## src/cell_monitor_cfg.svh

```systemverilog
`ifndef CELL_MONITOR_CFG_SVH
`define CELL_MONITOR_CFG_SVH

`define CM_TARGET_ADDR 7'h5c
`define CM_REG_SLEEP_MON 8'h00
`define CM_REG_BALANCE 8'h01
`define CM_RESET_BYTE 8'h00
`define CM_UNMAPPED_READ 8'h00

`define CM_BIT_SLEEP 7
`define CM_BIT_WAKE 6
`define CM_BIT_MON_EN 5
`define CM_RSVD_HI 4
`define CM_RSVD_LO 3
`define CM_SEL_HI 2
`define CM_SEL_LO 0
`define CM_BAL_HI 6
`define CM_TAP_RESERVED 3'h7
`define CM_TAPS_OFF 7'h7f
`define CM_TAP_ONE 7'h01

`define CM_BITS_PER_BYTE 4'h8
`define CM_BIT_FIRST 4'h1
`define CM_BIT_NONE 4'h0

`define CM_CLK_PERIOD_NS 10
`define CM_WAKE_QUAL_NS 10000
`define CM_WAKE_QUAL_CYC ((`CM_WAKE_QUAL_NS + `CM_CLK_PERIOD_NS - 1) / `CM_CLK_PERIOD_NS)
`define CM_WAKE_CNT_W 10

`endif

```

## src/cell_monitor_pkg.sv

```systemverilog
package cell_monitor_pkg;

    typedef enum logic [3:0] {
        PH_IDLE = 4'h0,
        PH_ADDR = 4'h1,
        PH_ADDR_ACK = 4'h3,
        PH_REG = 4'h2,
        PH_REG_ACK = 4'h6,
        PH_WDATA = 4'h7,
        PH_WDATA_ACK = 4'h5,
        PH_RDATA = 4'h4,
        PH_RDATA_ACK = 4'hc
    } bus_phase_e;

    typedef struct packed {
        logic [1:0] sclSync;
        logic [1:0] sdaSync;
        logic [1:0] wakeHighSync;
        logic [1:0] wakeLowSync;
        logic [1:0] gateCtlSync;
        logic sclPrev;
        logic sdaPrev;
        bus_phase_e phase;
        logic [3:0] bitCount;
        logic [7:0] shift;
        logic readMode;
        logic [7:0] pointer;
        logic sdaOut;
        logic sdaOe;
        logic sleepRequest;
        logic hostWake;
        logic detectedWake;
        logic monitorEnable;
        logic [1:0] reservedBits;
        logic [2:0] cellTapSelect;
        logic [7:0] balance;
        logic [9:0] wakeCount;
        logic [6:0] tapSwitchControlsN;
        logic dischargeGateOutput;
    } ctl_state_s;

endpackage

```

## src/cell_monitor_control_regs.sv

```systemverilog
// Function
// - Bit 7 requests sleep procedure
// - Wake flag forces sleep zero, drops sleep commands
// - Qualified wake pin sets flag, clears sleep
// - Wake pin below low level clears flag
// - Host-written wake flag is held
// - Wake flag reads detected pin status only
// - Bit 5 enables the voltage monitor
// - Bits 2..0 select tap one to seven
// - Tap switches active low, one-hot when enabled, all off for select seven
// - Register one bits 6..0 enable balancing
// - Any balance combination allowed
// - Balance holds until cleared or sleep
// - Gate high only when awake and enabled
// - Acknowledge only the fixed target address
// - Register zero at address zero, resets zero
`timescale 1ns/10ps
`include "cell_monitor_cfg.svh"

module cell_monitor_control_regs
(
    input wire logic clk,
    input wire logic arst_n,
    input wire logic sclIn,
    input wire logic sdaIn,
    output logic sdaOut,
    output logic sdaOe,
    input wire logic wakeAboveThreshold,
    input wire logic wakeBelowLowLevel,
    input wire logic dischargeGateControlInput,
    output logic sleepRequest,
    output logic monitorEnable,
    output logic [6:0] tapSwitchControlsN,
    output logic [6:0] balanceEnables,
    output logic dischargeGateOutput
);

    cell_monitor_pkg::ctl_state_s state_reg;
    cell_monitor_pkg::ctl_state_s state_next;

    logic sclNow;
    logic sdaNow;
    logic sclRise;
    logic sclFall;
    logic startSeen;
    logic stopSeen;
    logic [7:0] readByte;
    logic wakeFlagNext;
    logic sleepCmd;

    assign sclNow = state_reg.sclSync[1];
    assign sdaNow = state_reg.sdaSync[1];
    assign sclRise = sclNow && !state_reg.sclPrev;
    assign sclFall = !sclNow && state_reg.sclPrev;
    assign startSeen = sclNow && state_reg.sclPrev && state_reg.sdaPrev && !sdaNow;
    assign stopSeen = sclNow && state_reg.sclPrev && !state_reg.sdaPrev && sdaNow;

    // Wake bit returns the pin status, never the host-written copy
    always_comb
    begin
        if (state_reg.pointer == `CM_REG_SLEEP_MON)
        begin
            readByte = {state_reg.sleepRequest, state_reg.detectedWake,
                        state_reg.monitorEnable, state_reg.reservedBits,
                        state_reg.cellTapSelect};
        end
        else if (state_reg.pointer == `CM_REG_BALANCE)
        begin
            readByte = state_reg.balance;
        end
        else
        begin
            readByte = `CM_UNMAPPED_READ;
        end
    end

    always_comb
    begin
        state_next = state_reg;
        sleepCmd = 1'b0;

        state_next.sclSync = {state_reg.sclSync[0], sclIn};
        state_next.sdaSync = {state_reg.sdaSync[0], sdaIn};
        state_next.wakeHighSync = {state_reg.wakeHighSync[0], wakeAboveThreshold};
        state_next.wakeLowSync = {state_reg.wakeLowSync[0], wakeBelowLowLevel};
        state_next.gateCtlSync = {state_reg.gateCtlSync[0], dischargeGateControlInput};
        state_next.sclPrev = sclNow;
        state_next.sdaPrev = sdaNow;
        state_next.sdaOut = 1'b0;

        if (startSeen)
        begin
            state_next.phase = cell_monitor_pkg::PH_ADDR;
            state_next.bitCount = `CM_BIT_NONE;
            state_next.sdaOe = 1'b0;
        end
        else if (stopSeen)
        begin
            state_next.phase = cell_monitor_pkg::PH_IDLE;
            state_next.sdaOe = 1'b0;
        end
        else
        begin
            unique case (state_reg.phase)
                cell_monitor_pkg::PH_IDLE:
                begin
                    state_next.sdaOe = 1'b0;
                end
                cell_monitor_pkg::PH_ADDR,
                cell_monitor_pkg::PH_REG,
                cell_monitor_pkg::PH_WDATA:
                begin
                    if (sclRise)
                    begin
                        state_next.shift = {state_reg.shift[6:0], sdaNow};
                        state_next.bitCount = state_reg.bitCount + `CM_BIT_FIRST;
                    end
                    else if (sclFall && state_reg.bitCount == `CM_BITS_PER_BYTE)
                    begin
                        state_next.sdaOe = 1'b1;
                        if (state_reg.phase == cell_monitor_pkg::PH_ADDR)
                        begin
                            if (state_reg.shift[7:1] == `CM_TARGET_ADDR)
                            begin
                                state_next.readMode = state_reg.shift[0];
                                state_next.phase = cell_monitor_pkg::PH_ADDR_ACK;
                            end
                            else
                            begin
                                state_next.sdaOe = 1'b0;
                                state_next.phase = cell_monitor_pkg::PH_IDLE;
                            end
                        end
                        else if (state_reg.phase == cell_monitor_pkg::PH_REG)
                        begin
                            state_next.pointer = state_reg.shift;
                            state_next.phase = cell_monitor_pkg::PH_REG_ACK;
                        end
                        else
                        begin
                            state_next.phase = cell_monitor_pkg::PH_WDATA_ACK;
                            if (state_reg.pointer == `CM_REG_SLEEP_MON)
                            begin
                                state_next.sleepRequest = state_reg.shift[`CM_BIT_SLEEP];
                                state_next.hostWake = state_reg.shift[`CM_BIT_WAKE];
                                state_next.monitorEnable = state_reg.shift[`CM_BIT_MON_EN];
                                state_next.reservedBits =
                                    state_reg.shift[`CM_RSVD_HI:`CM_RSVD_LO];
                                state_next.cellTapSelect =
                                    state_reg.shift[`CM_SEL_HI:`CM_SEL_LO];
                                sleepCmd = state_reg.shift[`CM_BIT_SLEEP];
                            end
                            else if (state_reg.pointer == `CM_REG_BALANCE)
                            begin
                                // Stored as written, no one-hot check
                                state_next.balance = state_reg.shift;
                            end
                        end
                    end
                end
                cell_monitor_pkg::PH_ADDR_ACK:
                begin
                    if (sclFall)
                    begin
                        if (state_reg.readMode)
                        begin
                            state_next.shift = readByte;
                            state_next.sdaOe = !readByte[7];
                            state_next.bitCount = `CM_BIT_FIRST;
                            state_next.phase = cell_monitor_pkg::PH_RDATA;
                        end
                        else
                        begin
                            state_next.sdaOe = 1'b0;
                            state_next.bitCount = `CM_BIT_NONE;
                            state_next.phase = cell_monitor_pkg::PH_REG;
                        end
                    end
                end
                cell_monitor_pkg::PH_REG_ACK,
                cell_monitor_pkg::PH_WDATA_ACK:
                begin
                    // Later bytes rewrite the same register
                    if (sclFall)
                    begin
                        state_next.sdaOe = 1'b0;
                        state_next.bitCount = `CM_BIT_NONE;
                        state_next.phase = cell_monitor_pkg::PH_WDATA;
                    end
                end
                cell_monitor_pkg::PH_RDATA:
                begin
                    if (sclFall)
                    begin
                        if (state_reg.bitCount == `CM_BITS_PER_BYTE)
                        begin
                            state_next.sdaOe = 1'b0;
                            state_next.phase = cell_monitor_pkg::PH_RDATA_ACK;
                        end
                        else
                        begin
                            state_next.shift = {state_reg.shift[6:0], 1'b0};
                            state_next.sdaOe = !state_reg.shift[6];
                            state_next.bitCount = state_reg.bitCount + `CM_BIT_FIRST;
                        end
                    end
                end
                cell_monitor_pkg::PH_RDATA_ACK:
                begin
                    if (sclRise && sdaNow)
                    begin
                        state_next.phase = cell_monitor_pkg::PH_IDLE;
                    end
                    else if (sclFall)
                    begin
                        state_next.shift = readByte;
                        state_next.sdaOe = !readByte[7];
                        state_next.bitCount = `CM_BIT_FIRST;
                        state_next.phase = cell_monitor_pkg::PH_RDATA;
                    end
                end
                default:
                begin
                    state_next.sdaOe = 1'b0;
                    state_next.phase = cell_monitor_pkg::PH_IDLE;
                end
            endcase
        end

        // Low level wins: a pin under the low threshold cannot also be qualifying
        if (state_reg.wakeLowSync[1])
        begin
            state_next.detectedWake = 1'b0;
            state_next.wakeCount = '0;
        end
        else if (state_reg.wakeHighSync[1])
        begin
            if (state_reg.wakeCount == `CM_WAKE_CNT_W'(`CM_WAKE_QUAL_CYC))
            begin
                state_next.detectedWake = 1'b1;
            end
            else
            begin
                state_next.wakeCount = state_reg.wakeCount + `CM_WAKE_CNT_W'(1);
            end
        end
        else
        begin
            state_next.wakeCount = '0;
        end

        wakeFlagNext = state_next.detectedWake || state_next.hostWake;
        if (wakeFlagNext)
        begin
            state_next.sleepRequest = 1'b0;
        end
        else if (sleepCmd)
        begin
            state_next.balance = `CM_RESET_BYTE;
        end

        if (!state_next.monitorEnable || state_next.cellTapSelect == `CM_TAP_RESERVED)
        begin
            state_next.tapSwitchControlsN = `CM_TAPS_OFF;
        end
        else
        begin
            state_next.tapSwitchControlsN =
                ~(`CM_TAP_ONE << state_next.cellTapSelect);
        end

        state_next.dischargeGateOutput =
            !state_next.sleepRequest && state_reg.gateCtlSync[1];
    end

    always_ff @(posedge clk or negedge arst_n)
    begin
        if (!arst_n)
        begin
            state_reg <= '0;
            state_reg.sclSync <= 2'h3;
            state_reg.sdaSync <= 2'h3;
            state_reg.sclPrev <= 1'b1;
            state_reg.sdaPrev <= 1'b1;
            state_reg.phase <= cell_monitor_pkg::PH_IDLE;
            state_reg.tapSwitchControlsN <= `CM_TAPS_OFF;
        end
        else
        begin
            state_reg <= state_next;
        end
    end

    assign sdaOut = state_reg.sdaOut;
    assign sdaOe = state_reg.sdaOe;
    assign sleepRequest = state_reg.sleepRequest;
    assign monitorEnable = state_reg.monitorEnable;
    assign tapSwitchControlsN = state_reg.tapSwitchControlsN;
    assign balanceEnables = state_reg.balance[`CM_BAL_HI:0];
    assign dischargeGateOutput = state_reg.dischargeGateOutput;

endmodule

```

## config.mk

```make
export PLATFORM = sky130hd
export DESIGN_NAME = cell_monitor_control_regs
export DESIGN_NICKNAME = d
export VERILOG_FILES = /design/src/cell_monitor_pkg.sv /design/src/cell_monitor_control_regs.sv
export VERILOG_INCLUDE_DIRS = /design/src
export SDC_FILE = /design/constraint.sdc
export NUM_CORES = 1
export LEC_CHECK = 0
export BUFFER_PORTS_ARGS = -buffer_cell sky130_fd_sc_hd__buf_2
export CORE_MARGIN = 5
export CORE_UTILIZATION = 50
export DETAILED_ROUTE_END_ITERATION = 12
export GPL_ROUTABILITY_DRIVEN = 0
export PLACE_DENSITY = 0.72
export SLEW_MARGIN = 15
export SYNTH_ARGS = -nofsm -noshare
export SYNTH_HDL_FRONTEND = slang
export SYNTH_SLANG_ARGS = --single-unit
```

## constraint.sdc

```tcl
create_clock -name clk -period 2.1 [get_ports clk]
set_input_delay 0.42 -clock clk [delete_from_list [all_inputs] [get_ports clk]]
set_output_delay 0.42 -clock clk [all_outputs]
set_load 0.01 [all_outputs]
```

==> qor.yml <==
status: "finished clean"
yosysSeqAreaShare_pct: 49.4
crit_path_max_fanout: 5
drive_above_1_share_pct: 38.1
synth_largest_area_cell: "dfrtp_1"
cap_violations: 0
viasPerCell: 5.63
placed_area_um2: 4190
cp_top_family: "compound AO/OA/AOI/OAI gates"
ys_top_cells_by_area: "dfrtp_1, dfstp_2, mux2_2, buf_4, o21ai_0"
cts_tree: "built"
path_clk_slew_ps: 80
vias: 2895
cp_slowest_cell: "a2111o_1"
slew_viol_final: 0
grt_pass1_vias: 2754
place_hpwl_um: 5730
hold_violations: 0
syn_to_final_growth_pct: 21.2
largest_reg_flops: 48
p_sw_share_pct: 29.5
port_buffers: 24
grt_max_degree: 30
grt_pass1_wl_um: 13300
power.static_leakage_nw: 2.01
fin_ws_ps: 38.0
ys.warnings.count: 0
antennaDiodeCount: 0
ir_drop_uv: 532
syn_nets: 365
clock_power_share_pct: 31.6
drtIter0Drc: 131
async_flop_share_pct: 100
worst_hold_path_type: "in -> async"
critPathLaunch: "state_reg[54]$_DFFE_PN0P_"
dp.cells: 496
pre_cts_slack_ps: -40.0
skew_ps: 9.02
cp_data_arrival_time_ps: 2300
ys_types: 65
syn_inst: 354
antenna_found_initial: 0
finalSetupViolations: 0
final-instance-count-excl-fill: 514
grt_overflow_total: 0
drc_errors: 0
p_int_mw: 2.21
reg2reg_from: "state_reg[54]$_DFFE_PN0P_"
track_usage_pct: 18.8
ctsHtreeMaxLevel: 3
period_share_pct: 98.2
final_common_cell: "dfrtp_1"
numCtsBuffers: 9
synth_ff_type: "dfrtp_1"
power_density_nw_per_um2: 695
synth_edf_count: 0
cts_root_buf: "clkbuf_8"
fin_nets: 421
pwr-share-comb_pct: 16.3
start_util_pct: 51.5
p_sw_mw: 0.926
fin_tns_setup_ps: 0
worstSetupPathType: "reg -> reg"
final_area_um2: 4520
cts.path.max_buffers: 2
final_cell_mix: "dfrtp_1, buf_4, nor2_1, nand2_1, buf_2"
wl_per_cell_um: 15.8
hold_buffers: 0
synth.avg_cell_area_um2: 10.5
end_kind: "flop"
max_slew_margin_pct: 62.4
path_cells: "inv_1 -> ha_1 -> and3b_2 -> a2111o_1 -> a21oi_1 -> or2_4 -> o22ai_1 -> a32o_1"
drt_first_pass_iters: 4
max_stage_delay_ps: 400
cp-start-kind: "flop"
tightestPinTransition_ps: 564
cp.required_ps: 2340
path_buf_inv: 1
ys_ff_latch: 73
clk_latency_ps: 360
fp.dieH_um: 96.4
numClockSinks: 73
p_seq_share_pct: 52.1
fmax_mhz: 485
syn_area_um2: 3730
drt-total-wl_um: 8130
rows: 31
rsz0062_at_grt: "true"
dieArea_um2: 9290
io_pins: 26
core_um2: 7250
antenna_left: 0
final_core_util_pct: 62.3
chipWidth_um: 96.4
fin_crit_ps: 2060
yosys.area.top_type_share_pct: 40.2
-- per-layer routing --
metal / GRT usage, % / up-vias / share of wire [%]
met5: 0 / - / 0
met3: 4.96 / 16 / 5.1
met2: 29.3 / 78 / 48
met4: 7.01 / 0 / 1.9
met1: 25.1 / 1435 / 45
li1: - / 1366 / -
-- synth_stat cells, drive strengths merged, types with 5 or more instances --
| master | n |
|---|---|
| o21ai | 25 |
| and3 | 8 |
| nand3 | 8 |
| inv | 11 |
| o31ai | 5 |
| mux2 | 22 |
| buf | 24 |
| nand2 | 27 |
| nor2 | 30 |
| nor2b | 5 |
| dfrtp | 60 |
| a22oi | 7 |
| nand2b | 8 |
| dfstp | 13 |
| a21oi | 18 |
| xor2 | 6 |
| clkbuf | 5 |
| mux2i | 11 |
-- power groups by stage --
stage	clock, mW	sequential [mW]	combinational [mW]
floorplan	0	1.62	0.287
global route	1.07	1.65	0.568
finish	0.992	1.64	0.512
detailed placement	0	1.66	0.482
global placement	0	1.65	0.463
CTS	1.03	1.63	0.489
-- final timing paths --
kind,depth (start not counted),end,slack (ps)
max,8,state_reg[60]$_DFFE_PN0P_,40
min,1,state_reg[14]$_DFFE_PN0P_,60
max reg2reg,8,state_reg[60]$_DFFE_PN0P_,40
min reg2reg,0,state_reg[69]$_DFF_PN0_,350
max in group asynchronous,2,tapSwitchControlsN[5]$_DFF_PN1_,1450
min in group clk,1,state_next[73]$_DFF_PN1_,160
-- per-stage QoR --
stage	hold slack (ps)	total power [mW]
finish	57.7	3.14
global route	84.6	3.29
CTS	55.3	3.15
detailed placement	337	2.14
global placement	333	2.11
floorplan	124	1.90
-- what timing repair did --
| item | CTS | global route |
|---|---|---|
| setup buffers | 0 | 2 |
| gates resized for setup | 5 | 27 |
| endpoints found under the setup margin | 19 | 27 |
| pin swaps | 2 | 10 |
-- worst reg2reg max path: stages (launching register included) --
cell and delay [ps]:
dfrtp_1 350, inv_1 50, ha_1 220, and3b_2 230
a2111o_1 400, a21oi_1 170, or2_4 170, o22ai_1 80
a32o_1 280
-- kinds of logic (layout without fill, tap and decap cells) --
| family | count (synthesis) | after routing | share of synthesized area, % |
|---|---|---|---|
| compound gates | 77 | 77 | 14.3 |
| xor+xnor | 9 | 9 | 2.11 |
| fa+ha+maj | 4 | 4 | 1.34 |
| buf+inv | 40 | 101 | 5.93 |
| flops | 73 | 73 | 49.4 |
| mux | 33 | 33 | 9.69 |
| other cells | 1 | 1 | 0.100 |
| simple gates | 117 | 117 | 17.1 |
-- cell type report --
class                   instances  area (um2)
clock inverters                 4        30.0
flip-flops and latches         73        1850
clock buffers                  12         145
repair buffers                 74         548
well taps                      99         124
fillers                       592        2730
inverters                      11        41.3
multi-input cells             241        1790
Power figures use the tool's default switching activity.
